`src/inc/dccr_pkg.sv`:
```
`default_nettype none
package dccr_pkg;

  // ----------------------------------------
  // Register map
  // ----------------------------------------
  localparam logic [7:0] ADDR_CONTROL = 8'h88;
  localparam logic [7:0] ADDR_MODE = 8'h89;
  localparam logic [7:0] PAGE_CMP0 = 8'h01;
  localparam logic [7:0] PAGE_CMP1 = 8'h02;
  localparam logic [7:0] PAGE_CMP0_MODE = 8'h01;
  localparam logic [7:0] PAGE_CMP1_MODE = 8'h02;

  // ----------------------------------------
  // Control register field positions
  // ----------------------------------------
  localparam int CTL_ON = 7;
  localparam int CTL_RESULT = 6;
  localparam int CTL_RISE = 5;
  localparam int CTL_FALL = 4;
  localparam int CTL_POS_HI = 3;
  localparam int CTL_POS_LO = 2;
  localparam int CTL_NEG_HI = 1;
  localparam int CTL_NEG_LO = 0;

  // ----------------------------------------
  // Mode register field positions
  // ----------------------------------------
  localparam int MD_RISE_IE = 5;
  localparam int MD_FALL_IE = 4;
  localparam int MD_SPEED_HI = 1;
  localparam int MD_SPEED_LO = 0;

  // ----------------------------------------
  // Reset values
  // ----------------------------------------
  localparam logic [7:0] CONTROL_RESET = 8'h00;
  localparam logic [1:0] SPEED_RESET = 2'h2;
  localparam logic [1:0] HYST_RESET = 2'h0;

  // Response speed selections
  typedef enum logic [1:0] {
    DCCR_SPEED_FAST = 2'b00,
    DCCR_SPEED_MID1 = 2'b01,
    DCCR_SPEED_MID2 = 2'b10,
    DCCR_SPEED_LOW_POWER = 2'b11
  } dccr_speed_t;

  // Per-comparator settings driven to the analog macro
  typedef struct packed {
    logic on;
    logic [1:0] pos_hyst;
    logic [1:0] neg_hyst;
    logic [1:0] speed_sel;
  } dccr_analog_t;

  // Register access request
  typedef struct packed {
    logic wr;
    logic rd;
    logic [7:0] page;
    logic [7:0] addr;
    logic [7:0] wdata;
  } dccr_req_t;

endpackage
`default_nettype wire

```
`src/design/dccr_sync.sv`:
```
`timescale 1ns/1ps
`default_nettype none
module dccr_sync (
  input wire logic ref_clk, // System clock
  input wire logic rst_b, // Synchronous reset, active low
  input wire logic async_in, // Raw comparator output
  output logic sync_out // Synchronised level
);

  logic stage1;

  // ----------------------------------------
  // Two-stage synchroniser
  // ----------------------------------------
  always_ff @(posedge ref_clk) begin
    if (!rst_b) begin
      stage1 <= 1'b0;
      sync_out <= 1'b0;
    end else begin
      stage1 <= async_in;
      sync_out <= stage1;
    end
  end

endmodule
`default_nettype wire

```
`src/design/dccr_channel.sv`:
```
`timescale 1ns/1ps
`default_nettype none
module dccr_channel (
  input wire logic ref_clk, // System clock
  input wire logic rst_b, // Synchronous reset, active low
  input wire logic raw_out, // Analog comparator output pin
  input wire logic ctl_wr, // Control register write strobe
  input wire logic md_wr, // Mode register write strobe
  input wire logic [7:0] wdata, // Write data
  output logic [7:0] ctl_rd, // Control register read value
  output logic [7:0] md_rd, // Mode register read value
  output dccr_pkg::dccr_analog_t analog, // Settings for the analog macro
  output logic routed_out, // Output toward the pin router
  output logic irq // Interrupt request
);

  logic on;
  logic rise_flag;
  logic fall_flag;
  logic [1:0] pos_hyst;
  logic [1:0] neg_hyst;
  logic rise_irq_en;
  logic fall_irq_en;
  logic [1:0] speed_sel;
  logic result;
  logic result_d;
  logic rise_evt;
  logic fall_evt;

  // ----------------------------------------
  // Output synchronisation and edge detect
  // ----------------------------------------
  dccr_sync u_sync (
    .ref_clk(ref_clk),
    .rst_b(rst_b),
    .async_in(raw_out),
    .sync_out(result)
  );

  // Previous synchronised value
  always_ff @(posedge ref_clk) begin
    if (!rst_b) begin
      result_d <= 1'b0;
    end else begin
      result_d <= result;
    end
  end

  assign rise_evt = result & ~result_d;
  assign fall_evt = ~result & result_d;

  // ----------------------------------------
  // Control register
  // ----------------------------------------
  always_ff @(posedge ref_clk) begin
    if (!rst_b) begin
      on <= dccr_pkg::CONTROL_RESET[dccr_pkg::CTL_ON];
      pos_hyst <= dccr_pkg::HYST_RESET;
      neg_hyst <= dccr_pkg::HYST_RESET;
    end else if (ctl_wr) begin
      on <= wdata[dccr_pkg::CTL_ON];
      pos_hyst <= wdata[dccr_pkg::CTL_POS_HI:dccr_pkg::CTL_POS_LO];
      neg_hyst <= wdata[dccr_pkg::CTL_NEG_HI:dccr_pkg::CTL_NEG_LO];
    end
  end

  // Sticky edge flags, event wins over software clear
  always_ff @(posedge ref_clk) begin
    if (!rst_b) begin
      rise_flag <= dccr_pkg::CONTROL_RESET[dccr_pkg::CTL_RISE];
      fall_flag <= dccr_pkg::CONTROL_RESET[dccr_pkg::CTL_FALL];
    end else begin
      if (rise_evt) begin
        rise_flag <= 1'b1;
      end else if (ctl_wr) begin
        rise_flag <= wdata[dccr_pkg::CTL_RISE];
      end
      if (fall_evt) begin
        fall_flag <= 1'b1;
      end else if (ctl_wr) begin
        fall_flag <= wdata[dccr_pkg::CTL_FALL];
      end
    end
  end

  // ----------------------------------------
  // Mode register
  // ----------------------------------------
  always_ff @(posedge ref_clk) begin
    if (!rst_b) begin
      rise_irq_en <= 1'b0;
      fall_irq_en <= 1'b0;
      speed_sel <= dccr_pkg::SPEED_RESET;
    end else if (md_wr) begin
      rise_irq_en <= wdata[dccr_pkg::MD_RISE_IE];
      fall_irq_en <= wdata[dccr_pkg::MD_FALL_IE];
      speed_sel <= wdata[dccr_pkg::MD_SPEED_HI:dccr_pkg::MD_SPEED_LO];
    end
  end

  // ----------------------------------------
  // Read values and outputs
  // ----------------------------------------
  assign ctl_rd = {on, result, rise_flag, fall_flag, pos_hyst, neg_hyst};
  assign md_rd = {2'b00, rise_irq_en, fall_irq_en, 2'b00, speed_sel};
  assign analog = '{on: on, pos_hyst: pos_hyst, neg_hyst: neg_hyst, speed_sel: speed_sel};
  assign routed_out = on & result;

  // Request held while the comparator is on and a flag and its enable are both set
  always_ff @(posedge ref_clk) begin
    if (!rst_b) begin
      irq <= 1'b0;
    end else begin
      irq <= on & ((rise_flag & rise_irq_en) | (fall_flag & fall_irq_en));
    end
  end

endmodule
`default_nettype wire

```
`src/design/dccr_top.sv`:
```
// Behaviour
// - Control bit 7 written 1 enables the comparator, written 0 disables it.
// - Control bit 6 shows the current comparator result.
// - Control bit 5 sets on a rising output edge.
// - Control bit 4 sets on a falling output edge.
// - Control bits 3:2 select positive hysteresis: off, 5, 10, 15 mV.
// - Control bits 1:0 select negative hysteresis: off, 5, 10, 15 mV.
// - Mode bit 5 enables rising-edge interrupt requests.
// - Mode bit 4 enables falling-edge interrupt requests.
// - Mode bits 1:0 pick response speed, 0 fastest, 3 lowest power.
// - Unused mode bits 7:6 and 3:2 read zero, writes ignored.
// - Reset clears every control register bit.
// - Control at 0x88, mode at 0x89; page picks the comparator.
// - Edge flags stay set until software writes them zero.
// - Disabled comparator drives routed output low and raises no interrupt.
`timescale 1ns/1ps
`default_nettype none
module dccr_top (
  input wire logic ref_clk, // System clock, 50 MHz
  input wire logic rst_b, // Synchronous reset, active low
  input wire dccr_pkg::dccr_req_t req, // Register access request
  output logic [7:0] rdata, // Read data, registered
  input wire logic cmp0_raw, // Comparator 0 analog output
  input wire logic cmp1_raw, // Comparator 1 analog output
  output dccr_pkg::dccr_analog_t cmp0_analog, // Comparator 0 settings
  output dccr_pkg::dccr_analog_t cmp1_analog, // Comparator 1 settings
  output logic cmp0_routed, // Comparator 0 output to router
  output logic cmp1_routed, // Comparator 1 output to router
  output logic cmp0_irq, // Comparator 0 interrupt request
  output logic cmp1_irq // Comparator 1 interrupt request
);

  logic [1:0] ctl_wr;
  logic [1:0] md_wr;
  logic [7:0] ctl_rd [2];
  logic [7:0] md_rd [2];
  logic [7:0] next_rdata;

  // ----------------------------------------
  // Address decode
  // ----------------------------------------
  function automatic logic hit(input logic [7:0] a, input logic [7:0] p,
                               input logic [7:0] ea, input logic [7:0] ep);
    hit = (a == ea) && (p == ep);
  endfunction

  // Write strobes per comparator
  assign ctl_wr[0] = req.wr & hit(req.addr, req.page, dccr_pkg::ADDR_CONTROL,
                                  dccr_pkg::PAGE_CMP0);
  assign ctl_wr[1] = req.wr & hit(req.addr, req.page, dccr_pkg::ADDR_CONTROL,
                                  dccr_pkg::PAGE_CMP1);
  assign md_wr[0] = req.wr & hit(req.addr, req.page, dccr_pkg::ADDR_MODE,
                                 dccr_pkg::PAGE_CMP0_MODE);
  assign md_wr[1] = req.wr & hit(req.addr, req.page, dccr_pkg::ADDR_MODE,
                                 dccr_pkg::PAGE_CMP1_MODE);

  // ----------------------------------------
  // Comparator channels
  // ----------------------------------------
  dccr_channel u_ch0 (
    .ref_clk(ref_clk),
    .rst_b(rst_b),
    .raw_out(cmp0_raw),
    .ctl_wr(ctl_wr[0]),
    .md_wr(md_wr[0]),
    .wdata(req.wdata),
    .ctl_rd(ctl_rd[0]),
    .md_rd(md_rd[0]),
    .analog(cmp0_analog),
    .routed_out(cmp0_routed),
    .irq(cmp0_irq)
  );

  dccr_channel u_ch1 (
    .ref_clk(ref_clk),
    .rst_b(rst_b),
    .raw_out(cmp1_raw),
    .ctl_wr(ctl_wr[1]),
    .md_wr(md_wr[1]),
    .wdata(req.wdata),
    .ctl_rd(ctl_rd[1]),
    .md_rd(md_rd[1]),
    .analog(cmp1_analog),
    .routed_out(cmp1_routed),
    .irq(cmp1_irq)
  );

  // ----------------------------------------
  // Read multiplexer, unmapped reads return zero
  // ----------------------------------------
  always_comb begin
    next_rdata = 8'h00;
    if (hit(req.addr, req.page, dccr_pkg::ADDR_CONTROL, dccr_pkg::PAGE_CMP0)) begin
      next_rdata = ctl_rd[0];
    end else if (hit(req.addr, req.page, dccr_pkg::ADDR_CONTROL, dccr_pkg::PAGE_CMP1)) begin
      next_rdata = ctl_rd[1];
    end else if (hit(req.addr, req.page, dccr_pkg::ADDR_MODE, dccr_pkg::PAGE_CMP0_MODE)) begin
      next_rdata = md_rd[0];
    end else if (hit(req.addr, req.page, dccr_pkg::ADDR_MODE, dccr_pkg::PAGE_CMP1_MODE)) begin
      next_rdata = md_rd[1];
    end
  end

  // Registered read data
  always_ff @(posedge ref_clk) begin
    if (!rst_b) begin
      rdata <= 8'h00;
    end else if (req.rd) begin
      rdata <= next_rdata;
    end
  end

endmodule
`default_nettype wire

```
`config.mk`:
```
export PLATFORM = sky130hd
export DESIGN_NAME = dccr_top
export DESIGN_NICKNAME = d
export VERILOG_FILES = /design/src/inc/dccr_pkg.sv /design/src/design/dccr_sync.sv /design/src/design/dccr_channel.sv /design/src/design/dccr_top.sv
export SDC_FILE = /design/constraint.sdc
export NUM_CORES = 1
export LEC_CHECK = 0
export BUFFER_PORTS_ARGS = -buffer_cell sky130_fd_sc_hd__buf_4
export CORE_UTILIZATION = 49
export CTS_CLUSTER_DIAMETER = 100
export DETAILED_ROUTE_END_ITERATION = 12
export PLACE_DENSITY_LB_ADDON = 0.12
export SYNTH_ARGS = -nofsm -noshare
export SYNTH_HDL_FRONTEND = slang
export SYNTH_SLANG_ARGS = --single-unit
```
`constraint.sdc`:
```
create_clock -name ref_clk -period 1.4 [get_ports ref_clk]
set_input_delay 0.07 -clock ref_clk [delete_from_list [all_inputs] [get_ports ref_clk]]
set_output_delay 0.07 -clock ref_clk [all_outputs]
set_load 0.01 [all_outputs]
```
# Word-level counts from Yosys, hierarchy flattened
# Index checks and enable logic that the tools add are counted.
# op_classes
n_eq_ne	4
muxes	12
bitwise_logic	22
n_reduce_logical	8
# op_table
operator	count
1-bit AND	16
8-bit == test (second input constant)	2
8-bit two-way mux	2
6-bit two-way mux	2
8-bit by 1-bit == test with 1-bit output (second input constant)	1
8-bit by 2-bit == test with 1-bit output (second input constant)	1
1-bit two-way mux	8
2-bit nonzero test	4
1-bit logical AND	4
1-bit NOT	4
1-bit bitwise OR	2
# word_totals
register_bits	38
inputBits	30
output_inout_bits	26
elab_cells	71

# Longest topological paths before layout
# Gate-level depths: netlist (run 1).
# logic_depth
word_depth	6
ltp_mapped	5
depth_no_buf	4

# Modules after synthesis
# Synthesis (run 1) repeated with hierarchy kept, for this count alone.
# unflattened
cells_unflattened	215
hier_area_um2	2010.7
# by_module_without_submodules
module	instances	cells_each	area_per_inst_um2
dccr_channel	2	63	631.9
dccr_top	1	81	641.9
dccr_sync	2	4	52.6

# Worst setup path before layout (run 1)
# No wires, ideal clock.
# synth_path
kind	input to register
from	input req[19] (netlist bit)
to	register u_ch1.speed_sel[0]
t_arrival_ns	1.138
required_time_ns	1.328
setup_slack_ns	0.191
path_stages	5
n_path_buf	1
path_cell_list	nor4_4 and4_2 and3_1 buf_4 mux2i_1
# synth_between
elab_chain_len	3
# synth_lines
item	line	text
start: declaration	dccr_top.sv:21	input wire dccr_pkg::dccr_req_t req,
8-bit by 2-bit == test with 1-bit output	dccr_top.sv:44	hit = (a == ea) && (p == ep);
1-bit logical AND	dccr_top.sv:44	
1-bit AND	dccr_top.sv:54	assign md_wr[1] = req.wr & hit(req.addr, req.page, dccr_pkg::ADDR_MODE,
end signal: assignment	dccr_channel.sv:93	speed_sel <= dccr_pkg::SPEED_RESET;
end signal: assignment	dccr_channel.sv:97	speed_sel <= wdata[dccr_pkg::MD_SPEED_HI:dccr_pkg::MD_SPEED_LO];
end: declaration	dccr_channel.sv:24	logic [1:0] speed_sel;
# Every way passes these cells.
# A chain may end at the register's enable or synchronous reset.

# Worst setup path in the final report (run 1)
# layout_path
from	input req[19] (netlist bit)
to	register u_ch1.fall_irq_en
# layout_between
elab_chain_len	3
# layout_lines
item	line	text
8-bit by 2-bit == test with 1-bit output	dccr_top.sv:44	
1-bit logical AND	dccr_top.sv:44	
1-bit AND	dccr_top.sv:54	
end signal: assignment	dccr_channel.sv:96	fall_irq_en <= wdata[dccr_pkg::MD_FALL_IE];
end: declaration	dccr_channel.sv:23	logic fall_irq_en;
# Every way passes these cells.

==> qor.txt, run 1 <==
Final period utilization -> 0.838
Initial antenna violation count -> 0
Max Freq -> 852 MHz
Unique masters post-synth -> 31
Crit end category -> register
Comb pwr share -> 0.099
Endpoints failing hold -> 0
Count of final setup violators -> 0
Warnings, synthesis -> 0
Reg2Reg Setup Slack -> 440 ps
Sequential area share after synthesis -> 0.446
WHS Path Cells -> 3
Hold_buf cts -> 4
Clock Latency Late Sink -> 350 ps
Clock slew seen by the registers of the worst setup and hold paths -> 110 ps
Vias per Instance -> 5.17
Max Clock Skew -> 9.88 ps
DRT Pass-1 Iters -> 8
Total Routing Usage GR -> 0.236
Internal -> 1.43 mW
CP Cell Sequence -> buf_4, nor4_4, and4_2, and3_1, mux2i_1
Post-Layout Cell Count -> 284
Clock power share -> 0.324
Pwr dens -> 837 mW/mm^2
Power share of the sequential group -> 0.576
Post-Syn Nets -> 205
Fin nets -> 267
Failing checks -> DRC
Die H -> 61.0 um
CTS tree -> built
DRC viols -> 2
Cells after DPL -> 272
Core Util, Final -> 0.683
Root buf cell -> clkbuf_4
Pwr Total -> 1.91 mW
Routed wl met3 -> 222 um
Mapped Cells -> 175
Hold_ws -> 4.34 ps
Antenna Violating Nets Remaining -> 0
WL/cell -> 14.3 um
Max-cap violations -> 0
# rows -> 21
Reg2reg start -> u_ch0.u_sync.sync_out
Worst R2R End -> u_ch0.fall_flag
Leak Pwr -> 0.928 nW
Buffers on Ports -> 54
VDD IR max -> 620 uV
Max-slew headroom -> 0.737
H-Tree Depth -> 2
Final TNS setup -> 0 ps
Synthesis-to-layout area growth -> 33.6%
First-pass GRT wire length -> 6.16 mm
GP Congestion -> 0.841
Post-DP HPWL -> 2.96 mm
Least-Margin Pin Slew -> 392 ps
FF+latch count, synth -> 38
Critical path arrival -> 1460 ps
Worst setup SP type -> input port
Initial Utilization -> 0.511
Critical Path RT -> 1690 ps
Switching pwr -> 476 uW
Reg2Reg Depth -> 3
CTS Buf Count -> 5
Core area -> 0.00334 sq mm
Die ar. -> 0.00372 sq mm
Number of setup buffers added after CTS -> 0
Via Count -> 1468
Hold path start -> req[1]
Total Wirelength -> 4.05 mm
N_diodes -> 0
CTS resizes -> 0
Clock Sinks -> 38
Share of layout cells above drive strength 1 -> 0.336
RSZ-0062 raised after global routing -> false
Top Metal Used -> met4
Longest Clk Path Bufs -> 2
Hold Path Class -> input port to register
Net Sw Frac -> 0.249
Outcome -> complete, but fails checks
End of the worst hold path -> u_ch0.speed_sel[1]
Post-route minimum period -> 1170 ps
Initial DRC count -> 63
Slowest CP cell -> nor4_4
Grt total ovfl -> 0
Vias in the first global route -> 1355
I/O pin total -> 56
Largest net degree at the start of global routing -> 40
Met1 WL -> 1.82 mm
Cell Area, Synth -> 0.00171 sq mm
WL met2 -> 1.84 mm
Worst Path Max Fanout -> 5
Chip Width -> 61.0 um
Syn Area/Cell -> 9.75 sq um
Final Max Tran Viols -> 0
Crit Path Category -> input port to register
Critical path's largest stage delay -> 420 ps
flip-flops by register name, indices dropped and copies added (netlist names), 2 cells and up:
register         count
u_ch1.speed_sel      2
rdata                8
u_ch0.speed_sel      2
u_ch0.neg_hyst       2
u_ch1.pos_hyst       2
u_ch1.neg_hyst       2
u_ch0.pos_hyst       2
Yosys cell counts:
library cell	n	area [sq um]
and2_1	8	50.1
clkbuf_2	1	5.00
a22oi_1	6	45.0
a21boi_0	4	30.0
o21ai_0	8	40.0
nor3b_1	1	7.51
o22ai_1	4	25.0
buf_4	4	30.0
inv_1	2	7.51
clkbuf_1	6	22.5
nor2b_1	6	37.5
and4bb_2	1	12.5
nor2_1	3	11.3
o22a_1	2	17.5
and3_1	2	12.5
and4_2	2	20.0
a22o_1	4	35.0
nand4_4	1	21.3
mux2i_1	26	260
nand2_1	32	120
dfxtp_1	38	761
a32oi_1	2	17.5
nand4_1	2	12.5
or3_4	1	11.3
nor3_1	1	5.00
buf_1	1	3.75
nor3_4	2	32.5
nor4b_1	1	8.76
nand2b_1	2	12.5
nor4_4	1	21.3
nor3_2	1	10.0
layout by cell type (no fill, tap or decap), types with 4 or more instances in the layout:
master,count
buf_4,63
dfxtp_1,38
nand2_1,32
mux2i_1,26
and2_1,8
o21ai_0,8
nor2b_1,6
a22oi_1,6
clkbuf_4,5
o22ai_1,4
a22o_1,4
a21boi_0,4
dlygate4sd3_1,4
worst max-delay path by stage:
stage / startpoint / depth (start not counted) / endpoint
after CTS: req[19] / 5 / u_ch1.fall_irq_en
after global placement: req[19] / 5 / u_ch1.fall_irq_en
after detailed placement: req[19] / 5 / u_ch1.fall_irq_en
after global routing: req[19] / 5 / u_ch1.speed_sel[0]
final: req[19] / 5 / u_ch1.fall_irq_en
after floorplan: req[19] / 5 / u_ch1.speed_sel[0]
metrics by stage:
step	setup slack, ps	area [sq um]
floorplan	191	1710
global placement	-54.5	2180
detailed placement	-158	2180
CTS	207	2280
global route	142	2280
finish	227	2280
routing by layer:
metal	global-route usage	up-vias
li1	-	738
met4	0.133	0
met3	0.0651	15
met5	0	-
met1	0.298	660
met2	0.366	55
layout make-up:
class	count	area, sq um
clock buffer	6	51.3
clock inverter	2	12.5
fill	286	1060
inverter	2	7.51
multi-input combinational	123	877
sequential	38	761
tap	46	57.6
timing repair buffer	67	513
power groups by stage:
| stage | Combinational, mW | Clock (mW) | Sequential, mW |
|---|---|---|---|
| 6_report | 0.190 | 0.619 | 1.10 |
| 5_1_grt | 0.207 | 0.684 | 1.10 |
| 4_1_cts | 0.190 | 0.629 | 1.10 |
| 3_5_place_dp | 0.180 | 0 | 1.12 |
| 3_3_place_gp | 0.175 | 0 | 1.12 |
| 2_1_floorplan | 0.0835 | 0 | 1.12 |
critical path: cells and delay by family:
kind | cells | cell delay [ps]
AND/OR/NAND/NOR | 3 | 1040
multiplexers | 1 | 230
buffers and inverters | 1 | 120
kinds of logic (layout without fill, tap and decap cells):
kind of cell           Yosys count  in the layout  synth area share
AOI/OAI and AO/OA               30             30             0.123
buffers and inverters           14             77            0.0403
DFF                             38             38             0.446
muxes                           26             26             0.152
and+or+nand+nor                 67             67             0.238
Note: power is estimated with default switching activity, not from simulation.
==> inputs of run 2 (changes only) <==
--- a/config.mk
+++ b/config.mk
@@ -6,7 +6,7 @@
 export NUM_CORES = 1
 export LEC_CHECK = 0
 export BUFFER_PORTS_ARGS = -buffer_cell sky130_fd_sc_hd__buf_4
-export CORE_UTILIZATION = 49
+export CORE_UTILIZATION = 45
 export CTS_CLUSTER_DIAMETER = 100
 export DETAILED_ROUTE_END_ITERATION = 12
 export PLACE_DENSITY_LB_ADDON = 0.12
==> constraint.sdc (replaced) <==
create_clock -name ref_clk -period 1 [get_ports ref_clk]
set_input_delay 0.05 -clock ref_clk [delete_from_list [all_inputs] [get_ports ref_clk]]
set_output_delay 0.05 -clock ref_clk [all_outputs]
set_load 0.01 [all_outputs]
==> run 2 against run 1 <==
Against the previous run:
- the flow finishes with violations (setup timing)
- die area up 8.6%
- first-iteration DRC count up 22%
- non-clock buffer count up 4
- clock skew down 3.7 ps
- critical path depth up 1
- critical path type unchanged
- largest cell class unchanged
- largest power group unchanged
==> qor.txt, run 2 (synthesized netlist as in run 1, its figures left out) <==
Final Max Tran Viols -> 0 (unchanged)
Clock Sinks -> 38 (unchanged)
Crit end category -> register
Grt total ovfl -> 0 (unchanged)
Max reg flops -> 8 (unchanged)
Failing checks -> setup timing
Max Freq -> 973 MHz
Vias per Instance -> 5.26 (+1.8%)
Critical path's top delay family -> simple AND/OR/NAND/NOR gates
DRT Pass-1 Iters -> 4 (-4)
GP Congestion -> 0.860 (+2.3%)
CP bufs+invs -> 2 (+1)
Initial antenna violation count -> 0 (unchanged)
Total Routing Usage GR -> 0.218 (-0.0184)
Count of final setup violators -> 6 (+6)
DRC viols -> 0 (-2)
Number of setup buffers added after CTS -> 0 (unchanged)
Chip Width -> 63.6 um (+4.2%)
Final period utilization -> 1.03
Internal -> 2.24 mW (+56%)
Worst Path Max Fanout -> 5 (unchanged)
Fin nets -> 271 (+1.5%)
Switching pwr -> 660 uW (+39%)
Die ar. -> 0.00404 sq mm (+8.6%)
Critical Path RT -> 1210 ps (-480 ps)
Commonest non-fill, non-tap cells in the layout -> buf_4, dfxtp_1, nand2_1, mux2i_1
Pwr Total -> 2.90 mW (+52%)
Longest Clk Path Bufs -> 2 (unchanged)
Share of layout cells above drive strength 1 -> 0.401 (+0.0647)
Most common cell after layout, fill and taps aside -> buf_4
Power share of the sequential group -> 0.531 (-0.045)
VDD IR max -> 917 uV (+48%)
Initial Utilization -> 0.466 (-0.0453)
Via Count -> 1526 (+4.0%)
Critical path's largest stage delay -> 260 ps (-160 ps)
Net Sw Frac -> 0.227 (-0.0218)
Clock slew seen by the registers of the worst setup and hold paths -> 70 ps (-40 ps)
Hold Path Class -> input port to register
N_diodes -> 0 (unchanged)
Pwr dens -> 1190 mW/mm^2 (+43%)
RSZ-0062 raised after global routing -> true
Final Cell Area -> 0.00243 sq mm (+6.6%)
Clock power share -> 0.367 (+0.043)
Synthesis-to-layout area growth -> 42.4%
Max-slew headroom -> 0.653 (-0.0832)
I/O pin total -> 56 (unchanged)
WL/cell -> 14.6 um (+2.3%)
Antenna Violating Nets Remaining -> 0 (unchanged)
Largest net degree at the start of global routing -> 37 (-7.5%)
Vias in the first global route -> 1542 (+14%)
# rows -> 22 (+4.8%)
Crit Path Category -> input port to register
Endpoints failing hold -> 0 (unchanged)
Outcome -> complete, but fails checks
Initial DRC count -> 77 (+22%)
Reg with most FFs -> rdata
Slowest CP cell -> nor4_4
Core area -> 0.00366 sq mm (+9.7%)
Critical path arrival -> 1240 ps (-220 ps)
Total Wirelength -> 4.23 mm (+4.5%)
Die H -> 63.6 um (+4.2%)
DP Area -> 0.00225 sq mm (+3.3%)
CTS Buf Count -> 5 (unchanged)
Max Clock Skew -> 6.22 ps (-3.66 ps)
Setup ws final -> -27.3 ps (-254 ps)
Root buf cell -> clkbuf_8
# fillers -> 305 (+6.6%)
CTS tree -> built
Worst setup SP type -> input port
Leak Pwr -> 0.994 nW (+7.1%)
H-Tree Depth -> 2 (unchanged)
Max-cap violations -> 0 (unchanged)
Buffers on Ports -> 54 (unchanged)
Post-route minimum period -> 1030 ps
First-pass GRT wire length -> 6.75 mm (+9.5%)
CP Cell Sequence -> buf_6, nor4_4, buf_4, and4_4, and3_4, mux2i_1
Post-DP HPWL -> 3.14 mm (+6.1%)
Clock Latency Late Sink -> 280 ps (-70 ps)
Comb pwr share -> 0.102 (+0.003)
Least-Margin Pin Slew -> 519 ps (+127 ps)
[run 2: cell types whose count changed in the layout (fill, tap and decap cells not counted), moves of 4 or more]
cell and change:
clkbuf_8 +5, o21ai_1 +4, clkbuf_4 -5, a21boi_0 -4, o21ai_0 -7, buf_6 +8
[run 2: layer usage]
metal  vias up  wire length, um  track usage
li1        748                -            -
met1       716             1890        0.257
met2        53             2010        0.358
met3         9              218       0.0616
met4         0              102        0.108
met5         -                0            0
[run 2: layout make-up]
| class | instances | area, sq um | share of cell area |
|---|---|---|---|
| tap | 48 | 60.1 | 0.0247 |
| sequential | 38 | 764 | 0.315 |
| inverter | 2 | 7.51 | 0.00309 |
| timing repair buffer | 71 | 581 | 0.239 |
| clock inverter | 1 | 5.00 | 0.00206 |
| multi-input combinational | 123 | 926 | 0.381 |
| clock buffer | 7 | 86.3 | 0.0355 |
[run 2: final timing paths]
path,from,endpoint,slack [ps],cells past startpoint
worst max register to register,u_ch1.neg_hyst[1],rdata[1],90,3
worst min-delay path,req[7],u_ch1.on,40,3
worst max-delay path,req[19],u_ch0.speed_sel[0],-30,6
worst min register to register,u_ch0.u_sync.stage1,u_ch0.u_sync.sync_out,440,1
[run 2: power by group through the flow]
stage	registers (mW)	logic [mW]	clock network, mW
after floorplan	1.57	0.119	0
after global placement	1.57	0.266	0
after detailed placement	1.57	0.275	0
after CTS	1.54	0.288	1.09
after global routing	1.54	0.316	1.16
final	1.54	0.296	1.07
[run 2: tightest hold or removal path, stage by stage]
cell     delay [ps]
buf_4           110
nand2_1          70
mux2i_1          60
[run 2: metrics by stage]
stage / util / setup TNS (ps) / hold slack, ps / instances / setup slack [ps]
final: 0.664 / -80.9 / 41.6 / 290 / -27.3
after global routing: 0.664 / -1340 / 41.2 / 290 / -95.4
after CTS: 0.653 / -116 / 46.2 / 290 / -38.5
after detailed placement: 0.614 / -9540 / 265 / 280 / -440
after global placement: 0.614 / -8660 / 259 / 280 / -353
after floorplan: - / -3280 / 177 / 175 / -186
[run 2: repair_timing]
action                                 4_1_cts  5_1_grt
hold buffers                                 2        0
pin swaps                                    1        7
endpoints found under the hold margin        2        0
setup endpoints to repair                   22       31
resized for setup                            8       15
==> inputs of run 3 (changes only) <==
--- a/config.mk
+++ b/config.mk
@@ -5,10 +5,11 @@
 export SDC_FILE = /design/constraint.sdc
 export NUM_CORES = 1
 export LEC_CHECK = 0
-export BUFFER_PORTS_ARGS = -buffer_cell sky130_fd_sc_hd__buf_4
-export CORE_UTILIZATION = 45
+export CORE_MARGIN = 2
+export CORE_UTILIZATION = 55
 export CTS_CLUSTER_DIAMETER = 100
 export DETAILED_ROUTE_END_ITERATION = 12
+export DONT_BUFFER_PORTS = 1
 export PLACE_DENSITY_LB_ADDON = 0.12
 export SYNTH_ARGS = -nofsm -noshare
 export SYNTH_HDL_FRONTEND = slang
==> run 3 against run 2 <==
Against the previous run:
- worst setup slack improved by 73 ps
- critical path depth fell by 5
- via count decreased by 7.7%
- routed wire length down 7.9%
- combinational power decreased by 33%
- clock power is 8% lower
- total power is 6.4% lower
- cell count shrank 18%
- the run ends with hold timing left
- global-route usage decreased by 0.15 points
- register-to-register slack got worse by 40 ps
==> qor.txt, run 3 (synthesized netlist as in run 1, its figures left out) <==
Outcome -> complete, but fails checks
Failing checks -> hold timing
Worst Path Max Fanout -> 4 (-1)
# fillers -> 230 (-25%)
Max-slew headroom -> 0.751 (+0.0978)
Cells after DPL -> 216 (-23%)
Least-Margin Pin Slew -> 368 ps (-151 ps)
Final Max Tran Viols -> 0 (unchanged)
CTS tree -> built
CP Cell Sequence -> and2_1
Clock slew seen by the registers of the worst setup and hold paths -> 110 ps (+40 ps)
VDD IR max -> 783 uV (-15%)
Longest Clk Path Bufs -> 2 (unchanged)
N_diodes -> 0 (unchanged)
Final TNS setup -> 0 ps (+80.9 ps)
DRC viols -> 0 (unchanged)
Fin nets -> 234 (-14%)
Post-Layout Cell Count -> 238 (-18%)
I/O pin total -> 56 (unchanged)
Max-cap violations -> 0 (unchanged)
Post-DP HPWL -> 2.75 mm (-13%)
Final period utilization -> 0.954 (-0.0729)
Hold_ws -> -97.1 ps (-139 ps)
Buffers on Ports -> 0 (-100%)
Post-route minimum period -> 954 ps (-72.9 ps)
Initial antenna violation count -> 0 (unchanged)
Final Cell Area -> 0.00208 sq mm (-14%)
CP bufs+invs -> 0 (-2)
Grt total ovfl -> 0 (unchanged)
Largest net degree at the start of global routing -> 40 (+8.1%)
Critical Path RT -> 950 ps (-260 ps)
Share of layout cells above drive strength 1 -> 0.229 (-0.172)
Count of final setup violators -> 0 (-6)
Reg2Reg Setup Slack -> 50 ps (-40 ps)
Core area -> 0.00300 sq mm (-18%)
Critical path's largest stage delay -> 390 ps (+130 ps)
First-pass GRT wire length -> 5.55 mm (-18%)
GP Congestion -> 0.829 (-3.6%)
Pwr Total -> 2.71 mW (-6.4%)
Initial DRC count -> 76 (-1.3%)
Vias in the first global route -> 1222 (-21%)
Hold Path Class -> input port to register
Clock Sinks -> 38 (unchanged)
Crit Path Category -> register to output pin
Total Routing Usage GR -> 0.216 (-0.00155)
Synthesis-to-layout area growth -> 22.1%
Vias per Instance -> 5.92 (+13%)
Most common cell after layout, fill and taps aside -> dfxtp_1
Die ar. -> 0.00356 sq mm (-12%)
Initial Utilization -> 0.568 (+0.102)
Critical path's top delay family -> flip-flops
Endpoints failing hold -> 4 (+4)
Clock Latency Late Sink -> 350 ps (+70 ps)
Commonest non-fill, non-tap cells in the layout -> dfxtp_1, nand2_1, mux2i_1, buf_4, dlygate4sd3_1
Max Clock Skew -> 8.47 ps (+2.26 ps)
DRT Pass-1 Iters -> 4 (unchanged)
Slowest CP cell -> dfxtp_4
Chip Width -> 59.7 um (-6.1%)
Critical path arrival -> 900 ps (-340 ps)
Total Wirelength -> 3.89 mm (-7.9%)
Pwr dens -> 1300 mW/mm^2 (+9.1%)
Root buf cell -> clkbuf_4
# rows -> 20 (-9.1%)
Reg with most FFs -> rdata
Max reg flops -> 8 (unchanged)
Max Freq -> 1050 MHz (+7.6%)
Crit end category -> output pin
WL/cell -> 16.4 um (+12%)
CTS Buf Count -> 5 (unchanged)
Antenna Violating Nets Remaining -> 0 (unchanged)
Worst setup SP type -> register
Via Count -> 1409 (-7.7%)
Die H -> 59.7 um (-6.1%)
Leak Pwr -> 0.773 nW (-22%)
H-Tree Depth -> 2 (unchanged)
DP Area -> 0.00185 sq mm (-18%)
==> run 3: changes by cell type in the layout (fill, tap and decap cells not counted), sizes merged <==
cell / previous run / this run
buf: 69 / 23
clkbuf: 7 / 8
clkinv: 1 / 0
dlygate4sd3: 2 / 11
==> run 3: power breakdown <==
| part | total, mW | switching (mW) | internal [mW] |
|---|---|---|---|
| sequential | 1.54 | 0.0107 | 1.52 |
| combinational | 0.197 | 0.0940 | 0.103 |
| clock | 0.982 | 0.501 | 0.480 |
| total | 2.71 | 0.606 | 2.11 |
==> run 3: routing by layer <==
layer  global-route usage  vias to the layer above  wire length (um)
li1                     -                      676                 -
met1                0.271                      658              1760
met2                0.331                       67              1740
met3               0.0931                        8               321
met4               0.0762                        0                66
met5                    0                        -                 0
==> run 3: cell type report <==
| type | count | area [sq um] | area share |
|---|---|---|---|
| Sequential cell | 38 | 771 | 0.370 |
| Multi-Input combinational cell | 123 | 891 | 0.427 |
| Inverter | 2 | 7.51 | 0.00360 |
| Tap cell | 33 | 41.3 | 0.0198 |
| Clock buffer | 8 | 78.8 | 0.0378 |
| Timing Repair Buffer | 34 | 295 | 0.142 |
==> run 3: per-stage QoR <==
stage	hold WS, ps	worst slack [ps]	util
final	-97.1	45.6	0.694
after global routing	-110	-14.4	0.694
after CTS	-186	7.00	0.656
after detailed placement	181	-328	0.615
after global placement	179	-285	0.615
after floorplan	177	-186	-
==> run 3: path summary, 6_finish.rpt <==
path                       startpoint               endpoint  cells past startpoint
setup / recovery             u_ch1.on            cmp1_routed                      1
setup reg to reg    u_ch0.rise_irq_en               rdata[5]                      3
hold / removal                 req[8]               rdata[7]                      2
hold reg to reg   u_ch0.u_sync.stage1  u_ch0.u_sync.sync_out                      1
==> run 3: what timing repair did <==
action                                 4_1_cts  5_1_grt
pin swaps                                    0        1
gates resized for setup                      2        5
endpoints found under the hold margin       34       32
hold buffers                                 4        8
setup buffers                                0        2
setup endpoints to repair                    2        5
